File: config.mk
export PLATFORM = sky130hd
export DESIGN_NAME = core_regulator_power_sequencer
export DESIGN_NICKNAME = d
export VERILOG_FILES = /design/src/hdl/core_regulator_pkg.sv /design/src/hdl/core_regulator_power_sequencer.sv /design/src/hdl/input_sync.sv
export SDC_FILE = /design/constraint.sdc
export NUM_CORES = 1
export LEC_CHECK = 0
export BUFFER_PORTS_ARGS = -buffer_cell sky130_fd_sc_hd__buf_2
export CAP_MARGIN = 30
export CORE_UTILIZATION = 54
export CTS_CLUSTER_SIZE = 10
export DETAILED_ROUTE_END_ITERATION = 8
export GPL_ROUTABILITY_DRIVEN = 0
export PLACE_DENSITY_LB_ADDON = 0.15
export SLEW_MARGIN = 10
export SYNTH_ARGS = -nofsm -noshare
export SYNTH_HDL_FRONTEND = slang
export SYNTH_SLANG_ARGS = --single-unit
File: constraint.sdc
create_clock -name i_ref_clk -period 2.1 [get_ports i_ref_clk]
set_clock_uncertainty 0.1 [all_clocks]
set_input_delay 0.315 -clock i_ref_clk [delete_from_list [all_inputs] [get_ports i_ref_clk]]
set_output_delay 0.315 -clock i_ref_clk [all_outputs]
set_load 0.01 [all_outputs]
File: src/hdl/core_regulator_pkg.sv
/*
  Constants shared by the core regulator power sequencer.
  Assumes a 100 MHz reference clock.
*/
package core_regulator_pkg;
  localparam int CLK_PERIOD_NS     = 10;
  localparam int MODE_SAMPLE_NS    = 10000;
  localparam int BOOT_QUAL_NS      = 73000;
  localparam int CPU_PG_DELAY_NS   = 4700000;
  localparam int GFX_PG_DELAY_NS   = 4770000;
  localparam int SLEEP_MASK_NS     = 73000;
  localparam int SOFT_START_NS     = 1000000;
  localparam int MODE_SAMPLE_CYC   = MODE_SAMPLE_NS / CLK_PERIOD_NS;
  localparam int BOOT_QUAL_CYC     = (BOOT_QUAL_NS + CLK_PERIOD_NS - 1) / CLK_PERIOD_NS;
  localparam int CPU_PG_DELAY_CYC  = (CPU_PG_DELAY_NS + CLK_PERIOD_NS - 1) / CLK_PERIOD_NS;
  localparam int GFX_PG_DELAY_CYC  = (GFX_PG_DELAY_NS + CLK_PERIOD_NS - 1) / CLK_PERIOD_NS;
  localparam int SLEEP_MASK_CYC    = (SLEEP_MASK_NS + CLK_PERIOD_NS - 1) / CLK_PERIOD_NS;
  localparam int SOFT_START_CYC    = SOFT_START_NS / CLK_PERIOD_NS;
  localparam int OC_TRIP_CYCLES    = 15;
  localparam int CNT_W             = 20;
  // Ramp current selection codes
  localparam logic [1:0] RAMP_OFF  = 2'h0;
  localparam logic [1:0] RAMP_20UA = 2'h1;
  localparam logic [1:0] RAMP_50UA = 2'h2;
  localparam logic [1:0] RAMP_100UA = 2'h3;
  typedef enum logic [3:0] {
    ST_OFF, ST_SAMPLE, ST_CPU_RAMP, ST_CPU_QUAL, ST_CPU_PGWAIT,
    ST_GFX_RAMP, ST_RUN, ST_SOFT_DOWN, ST_SHUTDOWN, ST_FAULT
  } seq_state_e;
endpackage

File: src/hdl/core_regulator_power_sequencer.sv
/*
  Sequencing and protection state logic of a single-phase core regulator.
  Assumes analog comparators arrive as asynchronous boolean levels and
  a free-running 100 MHz reference clock; i_rstn covers supply power-on.
*/
// Overview of operation
// - Regulator-on with enable pin high selects CPU mode, low selects render
// - Clock-enable pin is sampled within 10 us of regulator-on rising
// - CPU mode soft-starts toward boot voltage, done within 1 ms
// - CPU mode drives clock-enable low after 73 us above boot minus 0.1V
// - CPU mode asserts power-good 4.7 ms after clock-enable driven low
// - Render mode soft-starts toward DAC target within 1 ms
// - Render power-good after 4.77 ms above DAC minus 100mV
// - Deep-sleep request ignored until power-good asserted
// - Undervoltage masked during power-up while below the mode threshold
// - Ramp current: 20 start/stop, 50 transitions, 100 render ring-free up
// - Regulator-on low drops power-good at once and soft-ramps down
// - Below 200mV in power-down: gates off, discharge on, analog off
// - Deep-sleep rise masks UV, OC and OV faults for 73 us
// - Ring-free mode while deep-sleep is 1, continuous conduction otherwise
// - Over-limit inductor current holds the high-side gate off
// - Fifteen consecutive limited switching cycles trip overcurrent shutdown
// - Overcurrent fault latched until regulator-on or supply cycles
`timescale 1ns/1ps
`default_nettype none
module core_regulator_power_sequencer
  import core_regulator_pkg::*;
#(
  parameter int MODE_SAMPLE = MODE_SAMPLE_CYC,
  parameter int BOOT_QUAL   = BOOT_QUAL_CYC,
  parameter int CPU_PG      = CPU_PG_DELAY_CYC,
  parameter int GFX_PG      = GFX_PG_DELAY_CYC,
  parameter int SLEEP_MASK  = SLEEP_MASK_CYC,
  parameter int OC_TRIP     = OC_TRIP_CYCLES
) (
  input  wire logic       i_ref_clk,
  input  wire logic       i_rstn,
  input  wire logic       i_regulator_on,
  input  wire logic       i_deep_sleep_request,
  input  wire logic       i_core_clock_enable_n,
  input  wire logic       i_sense_above_boot,
  input  wire logic       i_sense_above_dac,
  input  wire logic       i_sense_below_200mv,
  input  wire logic       i_undervoltage,
  input  wire logic       i_overvoltage,
  input  wire logic       i_over_current_limit,
  input  wire logic       i_switch_cycle,
  input  wire logic       i_voltage_id_up,
  input  wire logic       i_voltage_id_change,
  output logic            o_core_clock_enable_n_out,
  output logic            o_core_clock_enable_n_oe,
  output logic            o_power_good,
  output logic            o_cpu_mode,
  output logic [1:0]      o_ramp_current_sel,
  output logic            o_ramp_up,
  output logic            o_target_boot,
  output logic            o_high_side_gate_en,
  output logic            o_low_side_gate_en,
  output logic            o_discharge_en,
  output logic            o_analog_en,
  output logic            o_ring_free_mode,
  output logic            o_undervoltage_mask,
  output logic            o_fault_mask,
  output logic            o_overcurrent_fault,
  output logic            o_undervoltage_fault,
  output logic            o_overvoltage_fault
);
  initial begin
    if (MODE_SAMPLE < 4 || BOOT_QUAL < 1 || CPU_PG < 1 || GFX_PG < 1 ||
        SLEEP_MASK < 1 || OC_TRIP < 1 || CPU_PG >= (1 << CNT_W) ||
        GFX_PG >= (1 << CNT_W) || OC_TRIP > 255)
      $error("core_regulator_power_sequencer: unsupported parameter");
  end

  // ==========================================================
  // Input synchronisers
  // ==========================================================
  localparam int NSYNC = 12;
  logic [NSYNC-1:0] raw_in;
  logic [NSYNC-1:0] syn;
  assign raw_in = {i_regulator_on, i_deep_sleep_request, i_core_clock_enable_n,
                   i_sense_above_boot, i_sense_above_dac, i_sense_below_200mv,
                   i_undervoltage, i_overvoltage, i_over_current_limit,
                   i_switch_cycle, i_voltage_id_up, i_voltage_id_change};

  genvar g;
  generate
    for (g = 0; g < NSYNC; g++) begin : g_sync
      input_sync #(.RESET_VALUE(1'b0)) u_sync (
        .i_ref_clk (i_ref_clk),
        .i_rstn    (i_rstn),
        .i_async   (raw_in[g]),
        .o_level   (syn[g])
      );
    end
  endgenerate

  logic von, dsr, cken_pin, above_boot, above_dac, below_200, uv, ov, oc, sw, id_up, id_chg;
  assign {von, dsr, cken_pin, above_boot, above_dac, below_200,
          uv, ov, oc, sw, id_up, id_chg} = syn;

  logic von_d, dsr_d, sw_d;
  always_ff @(posedge i_ref_clk) begin
    if (!i_rstn) begin
      von_d <= 1'b0;
      dsr_d <= 1'b0;
      sw_d  <= 1'b0;
    end else begin
      von_d <= von;
      dsr_d <= dsr;
      sw_d  <= sw;
    end
  end
  logic von_rise, dsr_rise, sw_rise;
  assign von_rise = von & ~von_d;
  assign dsr_rise = dsr & ~dsr_d;
  assign sw_rise  = sw & ~sw_d;

  // ==========================================================
  // Sequencer
  // ==========================================================
  seq_state_e state;
  logic [CNT_W-1:0] cnt;
  logic cpu_mode;
  logic oc_fault, uv_fault, ov_fault;
  logic any_fault;
  assign any_fault = oc_fault | uv_fault | ov_fault;

  always_ff @(posedge i_ref_clk) begin
    if (!i_rstn) begin
      state    <= ST_OFF;
      cnt      <= '0;
      cpu_mode <= 1'b0;
    end else if (!von && state != ST_OFF && state != ST_SHUTDOWN &&
                 state != ST_SOFT_DOWN && state != ST_FAULT) begin
      state <= ST_SOFT_DOWN;
      cnt   <= '0;
    end else begin
      case (state)
        ST_OFF: begin
          cnt <= '0;
          if (von_rise) state <= ST_SAMPLE;
        end
        ST_SAMPLE: begin
          cnt <= cnt + 1'b1;
          // Decide mode before the 10 us window closes
          if (cnt == CNT_W'(MODE_SAMPLE - 2)) begin
            cpu_mode <= cken_pin;
            state    <= cken_pin ? ST_CPU_RAMP : ST_GFX_RAMP;
            cnt      <= '0;
          end
        end
        ST_CPU_RAMP: begin
          if (any_fault) state <= ST_FAULT;
          else if (above_boot) begin
            cnt <= cnt + 1'b1;
            if (cnt == CNT_W'(BOOT_QUAL - 1)) begin
              state <= ST_CPU_PGWAIT;
              cnt   <= '0;
            end
          end else cnt <= '0;
        end
        ST_CPU_PGWAIT: begin
          cnt <= cnt + 1'b1;
          if (any_fault) state <= ST_FAULT;
          else if (cnt == CNT_W'(CPU_PG - 1)) begin
            state <= ST_RUN;
            cnt   <= '0;
          end
        end
        ST_GFX_RAMP: begin
          if (any_fault) state <= ST_FAULT;
          else if (above_dac) begin
            cnt <= cnt + 1'b1;
            if (cnt == CNT_W'(GFX_PG - 1)) begin
              state <= ST_RUN;
              cnt   <= '0;
            end
          end else cnt <= '0;
        end
        ST_RUN: if (any_fault) state <= ST_FAULT;
        ST_SOFT_DOWN: begin
          if (von_rise) state <= ST_SAMPLE;
          else if (below_200) state <= ST_SHUTDOWN;
          cnt <= '0;
        end
        ST_SHUTDOWN: begin
          cnt <= '0;
          if (von_rise) state <= ST_SAMPLE;
        end
        ST_FAULT: begin
          cnt <= '0;
          if (von_rise) state <= ST_SAMPLE;
        end
        default: state <= ST_OFF;
      endcase
    end
  end

  // ==========================================================
  // Deep sleep and fault masking
  // ==========================================================
  logic [CNT_W-1:0] mask_cnt;
  logic sleep_valid;
  assign sleep_valid = (state == ST_RUN) & dsr;

  always_ff @(posedge i_ref_clk) begin
    if (!i_rstn) begin
      mask_cnt <= '0;
    end else if (state == ST_RUN && dsr_rise) begin
      mask_cnt <= CNT_W'(SLEEP_MASK);
    end else if (mask_cnt != '0) begin
      mask_cnt <= mask_cnt - 1'b1;
    end
  end

  logic fault_mask, uv_mask;
  assign fault_mask = (mask_cnt != '0);
  assign uv_mask = fault_mask | (state == ST_SAMPLE) |
                   (state == ST_CPU_RAMP && !above_boot) |
                   (state == ST_GFX_RAMP && !above_dac) |
                   (state == ST_OFF) | (state == ST_SOFT_DOWN) | (state == ST_SHUTDOWN);

  // ==========================================================
  // Over-current limit counting and fault latches
  // ==========================================================
  logic [7:0] oc_cycles;
  logic active;
  assign active = (state == ST_CPU_RAMP) | (state == ST_CPU_PGWAIT) |
                  (state == ST_GFX_RAMP) | (state == ST_RUN);

  always_ff @(posedge i_ref_clk) begin
    if (!i_rstn || von_rise) begin
      oc_cycles <= 8'h00;
    end else if (sw_rise) begin
      oc_cycles <= (oc && !fault_mask && active) ? oc_cycles + 8'h01 : 8'h00;
    end
  end

  always_ff @(posedge i_ref_clk) begin
    if (!i_rstn || von_rise) begin
      oc_fault <= 1'b0;
      uv_fault <= 1'b0;
      ov_fault <= 1'b0;
    end else begin
      if (oc_cycles >= 8'(OC_TRIP)) oc_fault <= 1'b1;
      if (active && uv && !uv_mask) uv_fault <= 1'b1;
      if (active && ov && !fault_mask) ov_fault <= 1'b1;
    end
  end

  // ==========================================================
  // Outputs
  // ==========================================================
  logic [1:0] next_ramp;
  always_comb begin
    next_ramp = RAMP_50UA;
    if (state == ST_OFF || state == ST_SHUTDOWN || state == ST_FAULT)
      next_ramp = RAMP_OFF;
    else if (state != ST_RUN && state != ST_CPU_PGWAIT)
      next_ramp = RAMP_20UA;
    else if (!cpu_mode && sleep_valid && id_up && id_chg)
      next_ramp = RAMP_100UA;
  end

  logic gates_on;
  assign gates_on = active & ~any_fault | (state == ST_SOFT_DOWN);

  always_ff @(posedge i_ref_clk) begin
    if (!i_rstn) begin
      o_power_good              <= 1'b0;
      o_core_clock_enable_n_oe  <= 1'b0;
      o_ramp_current_sel        <= RAMP_OFF;
      o_ramp_up                 <= 1'b0;
      o_target_boot             <= 1'b0;
      o_high_side_gate_en       <= 1'b0;
      o_low_side_gate_en        <= 1'b0;
      o_discharge_en            <= 1'b0;
      o_analog_en               <= 1'b0;
      o_ring_free_mode          <= 1'b0;
      o_cpu_mode                <= 1'b0;
    end else begin
      o_power_good <= (state == ST_RUN) & von;
      o_core_clock_enable_n_oe <= cpu_mode &
        (state == ST_CPU_PGWAIT || state == ST_RUN);
      o_ramp_current_sel  <= next_ramp;
      o_ramp_up           <= active;
      o_target_boot       <= (state == ST_CPU_RAMP);
      o_high_side_gate_en <= gates_on & ~oc;
      o_low_side_gate_en  <= gates_on;
      o_discharge_en      <= (state == ST_SHUTDOWN) | any_fault;
      o_analog_en         <= (state != ST_OFF) & (state != ST_SHUTDOWN);
      o_ring_free_mode    <= sleep_valid;
      o_cpu_mode          <= cpu_mode;
    end
  end

  assign o_core_clock_enable_n_out = 1'b0;
  assign o_undervoltage_mask  = uv_mask;
  assign o_fault_mask         = fault_mask;
  assign o_overcurrent_fault  = oc_fault;
  assign o_undervoltage_fault = uv_fault;
  assign o_overvoltage_fault  = ov_fault;
endmodule // core_regulator_power_sequencer
`default_nettype wire

File: src/hdl/input_sync.sv
/*
  Three-flop synchroniser with agreement filter for one asynchronous level.
  Assumes the input may change at any time relative to i_ref_clk.
*/
`timescale 1ns/1ps
`default_nettype none
module input_sync #(
  parameter logic RESET_VALUE = 1'b0
) (
  input  wire logic i_ref_clk,
  input  wire logic i_rstn,
  input  wire logic i_async,
  output logic      o_level
);
  logic s1;
  logic s2;
  logic s3;

  always_ff @(posedge i_ref_clk) begin
    if (!i_rstn) begin
      s1 <= RESET_VALUE;
      s2 <= RESET_VALUE;
      s3 <= RESET_VALUE;
    end else begin
      s1 <= i_async;
      s2 <= s1;
      s3 <= s2;
    end
  end

  // Accept a change once the second and third stages agree
  always_ff @(posedge i_ref_clk) begin
    if (!i_rstn) begin
      o_level <= RESET_VALUE;
    end else if (s2 == s3) begin
      o_level <= s3;
    end
  end
endmodule // input_sync
`default_nettype wire

## Word-level counts from Yosys, hierarchy flattened

Cells that the tools add are included.

| cells by class | value |
|---|---|
| multiply operators | 0 |
| bitwise gates (word level) | 29 |
| shift-type cells | 0 |
| $lt $le $gt $ge | 1 |
| equal/unequal tests | 49 |
| div/mod/pow operators | 0 |
| $add $sub $neg | 3 |
| reduce and logical (&&, ||, !) cells | 43 |
| muxes and demuxes | 31 |

Operator list:

| cell | count |
|---|---|
| $mux 20 | 9 |
| $pmux 20 s5 | 1 |
| $mux 4 | 13 |
| $eq 20x19->1 const B | 2 |
| $pmux 4 s7 | 1 |
| $mux 13 | 2 |
| $ne 4x3->1 const B | 6 |
| $add 20x1->20 const B | 1 |
| $eq 20x10->1 const B | 1 |
| $eq 20x13->1 const B | 1 |
| $ne 4x4->1 const B | 5 |
| $reduce_bool 20->1 | 1 |
| $sub 20x1->20 const B | 1 |
| $reduce_and 9->1 | 2 |
| $logic_and 1x1->1 | 17 |
| $eq 4x3->1 const B | 4 |
| $ne 3x3->1 const B | 5 |
| $or 1x1->1 | 13 |
| $eq 1x1->1 | 12 |
| $and 1x1->1 | 9 |
| $ne 3x2->1 const B | 3 |
| $add 8x1->8 const B | 1 |
| $eq 4x4->1 const B | 2 |
| $ge 8x4->1 const B | 1 |
| other kinds (19) | 43 |

| storage, ports and cells | value |
|---|---|
| RAM bits | 0 |
| register bits | 119 |
| output and inout port bits | 18 |
| latch bits | 0 |
| bits in read-only memories | 0 |
| logic and storage cells | 229 |
| memories kept | 0 |
| input port bits | 14 |

## Depth between registers and ports, before layout

| logic depth | value |
|---|---|
| word-level depth | 9 |
| depth in mapped cells | 9 |
| mapped depth without buffers | 8 |

## Modules after synthesis

A second synthesis with hierarchy kept.

| unflattened totals | value |
|---|---|
| cells, all modules | 586 |
| area total of the unflattened synthesis | 5089.9 um^2 |

By module, submodules not included:

| module | seq. area each (um^2) | area an instance (um^2) | cells each | instances |
|---|---|---|---|---|
| core_regulator_power_sequencer | 1421.4 | 3693.5 | 466 | 1 |
| input_sync | 80.1 | 116.4 | 10 | 12 |

## Worst setup path after synthesis

Ideal clock, no wire load.

| timing path | value |
|---|---|
| path kind | register to output |
| start point | reg mask_cnt[3] |
| end point | out o_undervoltage_mask |
| arrival | 1.822 ns |
| setup slack | -0.137 ns |
| cell stages (with the launch flop) | 7 |
| cells stage by stage | dfxtp_1 > or4_4 > nor4_4 > nand4b_1 > buf_4 > nor3_1 > inv_1 |

| on the way | value |
|---|---|
| word-level cells in the longest chain between the ends | 7 |

Ends and longest elaborated chain:

| element | line | text |
|---|---|---|
| start, declared | core_regulator_power_sequencer.sv:203 | `logic [CNT_W-1:0] mask_cnt;` |
| start signal, assigned | core_regulator_power_sequencer.sv:211 | `mask_cnt <= CNT_W'(SLEEP_MASK);` |
| start signal, assigned | core_regulator_power_sequencer.sv:213 | `mask_cnt <= mask_cnt - 1'b1;` |
| $reduce_bool 20->1 | core_regulator_power_sequencer.sv:218 | `assign fault_mask = (mask_cnt != '0);` |
| net o_fault_mask | core_regulator_power_sequencer.sv:63 | `output logic o_fault_mask,` |
| $or 1x1->1 (2 in a row) | core_regulator_power_sequencer.sv:219 | `assign uv_mask = fault_mask \| (state == ST_SAMPLE) \|` |
| $or 1x1->1 | core_regulator_power_sequencer.sv:220 | `(state == ST_CPU_RAMP && !above_boot) \|` |
| $or 1x1->1 | core_regulator_power_sequencer.sv:221 | `(state == ST_GFX_RAMP && !above_dac) \|` |
| $or 1x1->1 (2 in a row) | core_regulator_power_sequencer.sv:222 | `(state == ST_OFF) \| (state == ST_SOFT_DOWN) \| (state == ST_SHUTDOWN);` |
| end, declared | core_regulator_power_sequencer.sv:62 | `output logic o_undervoltage_mask,` |

The timed path passes the listed nets, and every way through them passes these cells.

## Worst setup path after layout

| timing path | value |
|---|---|
| start point | reg mask_cnt[14] |
| end point | out o_undervoltage_mask |

| on the way | value |
|---|---|
| word-level cells in the longest chain between the ends | 7 |

Ends and longest elaborated chain:

| element | line |
|---|---|
| $reduce_bool 20->1 | core_regulator_power_sequencer.sv:218 |
| $or 1x1->1 (2 in a row) | core_regulator_power_sequencer.sv:219 |
| $or 1x1->1 | core_regulator_power_sequencer.sv:220 |
| $or 1x1->1 | core_regulator_power_sequencer.sv:221 |
| $or 1x1->1 (2 in a row) | core_regulator_power_sequencer.sv:222 |

No other way between the ends.

==> summary.txt <==
Status: complete, but fails checks
Layout area overhead: 44.2%
Largest net degree at the start of global routing: 36
Post-synth top flop: dfxtp_1
Fin. max-slew vios: 0
Syn_area_per_cell: 8.90 sq um
Switching pwr: 0.00284 W
Seq pwr share: 31.4%
Async S/R FF share, synth: 0%
Vias per cell: 5.46
Worst Path Class, Setup: reg2out
Crit path depth: 6
PortBufs: 30
Final worst slack: -751 ps
Vias in the first global route: 4466
Initial Utilization: 56.5%
Final setup viols: 53
Number of synthesized register bits: 119
Highest clock rate: 0.351 GHz
Area share of the largest cell type after synthesis: 47.9%
P per Cell Area: 1210 mW/mm^2
Number of synthesized flops with an enable pin: 0
Clock sink count: 119
Yosys top cell by area: dfxtp_1
Core area: 0.00881 sq mm
CP Cell Sequence: or4_4, nor4b_4, nand4b_1, nor3_2, inv_1, buf_2
Main combinational cell family by area after synthesis: simple AND/OR/NAND/NOR gates
Critical Path Max Stage Delay: 550 ps
Comb power frac: 36.9%
Worst EP arrival: 2440 ps
Sequential cell area fraction in the yosys report: 47.9%
Cell with the most instances after synthesis: dfxtp_1
Synth Area in Compound Gates: 9.91%
Root buffer cell: clkbuf_8
Final HPWL DP: 7830 um
Clock Pin Slew Worst Setup and Hold Paths: 60 ps
Sw frac: 32.8%
Worst slack, placed: -279 ps
Clock network power share: 31.7%
Mux cell area share after synthesis: 1.01%
VDD IR max: 0.798 mV
CP endpoint kind: primary output
Unrepaired setup endpoints after global routing: true
Cell area after layout: 0.00718 sq mm
Pint: 0.00581 W
First-pass GRT wire length: 20200 um
Leak: 2.87 nW
CP max stage cell: or4_4
Max Fanout on Critical Path: 2
Fin. Hold Viols: 0
Drt wl/cell: 15.9 um
Netlist cell types: 58
CP Buf/Inv Count: 2
Failing checks: setup timing
Global-route total usage across every layer: 26.2%
Fraction of layout cells with a size suffix above 1: 35.8%
Post-layout nets: 716
TritonCTS clock tree: done
Die Y: 98.0 um
Maxcap violations: 0
# H-tree levels: 4
DRC viols: 0
GRT overflow: 0
Hold slack: 165 ps
Worst min path class: in2reg
Critical path required time: 1680 ps
Top cells by area, synth: dfxtp_1 (48%), and2_1 (5.5%), nor2_1 (5.4%), xor2_1 (3.9%), nand2_1 (3.2%)
Num ports: 32
DRT iter0 DRCs: 255
Max-slew headroom: 57.1%
Cell Area, Synth: 0.00498 sq mm
Placed cell areas: 0.00591 sq mm
Syn Nets: 578
Drt pass-1 iters: 5
Row cnt: 34
Adder-cell share of the synthesized area: 1.26%
Maximum clock path buffer count: 2
Ys Warns: 0
Antenna violations before repair: 0
Vias: 4465
Horiz. Die Dim: 98.0 um
XOR/XNOR share of the synthesized area: 7.04%
CP delay by family, top: simple AND/OR/NAND/NOR gates
CTS buffer count: 17
Simple-Gate Fraction of Synth Area: 29.8%
Routed WL: 13000 um
N_diodes: 0
Transition time at the pin with the least slew margin: 639 ps
Clk_lat worst skew: 520 ps
Antenna viol nets, final: 0
Mapped Cells: 559
Hold depth: 3
CP startpoint kind: flip-flop
Tcrit/Tclk final: 136%
Post-synth top cells: dfxtp_1 (119), nor2_1 (72), and2_1 (44), nand2_1 (43), o21ai_0 (27)
Die Area: 0.00960 sq mm
Minimum clock period: 2850 ps
Worst Reg-to-Reg Cells: 11
[worst min-delay path, delay by kind of cell]
family,cells,cell delay [ps]
buffers and inverters,2,300
and+or+nand+nor,1,130
[routing by layer]
metal / track usage (%) / up-vias / share of wire (%) / wire, um
met5: 0 / - / 0 / 0
met4: 10.1 / 0 / 1.3 / 170
met1: 30.7 / 2139 / 42 / 5440
met2: 45.6 / 119 / 52 / 6720
li1: - / 2188 / - / -
met3: 7.02 / 19 / 5.0 / 647
[worst paths after layout]
check | start | end | slack (ps)
worst max-delay path | mask_cnt[14]$_SDFFE_PP0P_ | o_undervoltage_mask | -750
worst min-delay path | i_rstn | g_sync[6].u_sync.s3$_SDFF_PN0_ | 160
worst max register to register | mask_cnt[14]$_SDFFE_PP0P_ | mask_cnt[12]$_SDFFE_PN0P_ | -650
worst min register to register | g_sync[1].u_sync.s1$_SDFF_PN0_ | g_sync[1].u_sync.s2$_SDFF_PN0_ | 330
[power groups by stage]
stage	registers, W	logic (W)	clock network (W)
global route	0.00274	0.00343	0.00289
global placement	0.00272	0.00222	0
detailed placement	0.00273	0.00228	0
CTS	0.00269	0.00249	0.00276
finish	0.00272	0.00319	0.00274
floorplan	0.00276	0.00147	0
[area by class of cell]
type	count	area, sq um
Sequential cell	119	2400
Tap cell	108	135
Clock inverter	14	141
Inverter	12	45.0
Multi-Input combinational cell	403	2890
Clock buffer	18	418
Fill cell	526	1630
Timing Repair Buffer	144	1150
[timing repair]
action | CTS | global route
pin swaps | 37 | 30
gates cloned | 1 | 0
hold endpoints to repair | 12 | 0
endpoints found under the setup margin | 56 | 57
hold buffers | 12 | 0
gates resized for setup | 38 | 81
setup buffers | 4 | 10
[kinds of logic after synthesis]
logic type	after synthesis
AO/OA/AOI/OAI	83
buffers and inverters	37
multiplexers	5
adder cells (fa/ha/maj)	5
AND/OR/NAND/NOR	269
other	1
flip-flops	119
XOR/XNOR	40
[registers in the layout (all words and copies together) (netlist names), 2 cells and up]
signal,cells
state,4
g_sync.u_sync.s3,12
o_ramp_current_sel,2
oc_cycles,8
g_sync.u_sync.o_level,12
cnt,20
mask_cnt,20
g_sync.u_sync.s1,12
g_sync.u_sync.s2,12
[per-stage QoR]
step	cells	total power, W	util (%)	setup TNS, ps
detailed placement	763	0.00501	67.1	-8470
floorplan	559	0.00423	-	-378
global route	818	0.00906	81.5	-19160
CTS	809	0.00795	76.7	-8470
global placement	763	0.00494	67.1	-6340
finish	818	0.00865	81.5	-14140
[placed cells by master (no fill, tap or decap), types with 5 or more instances in the layout]
cell             n
dlygate4sd3_1   12
inv_6            6
and3_1          10
mux2i_1          5
buf_6           19
nor2_2          17
dfxtp_2         12
a211oi_2         5
o21ai_0         25
clkbuf_16       16
buf_2           29
nand2_1         40
xnor2_1         16
nor2_1          53
nand4_1         11
nor3_2           8
a21oi_1         22
dfxtp_1        107
nand3_1         12
xor2_1          21
inv_1           11
a211oi_1         5
and2_1          43
nor3_1           9
buf_4           80
nand2b_1        11
nor2b_1          5
No activity file was read; power rests on OpenSTA's default activity.
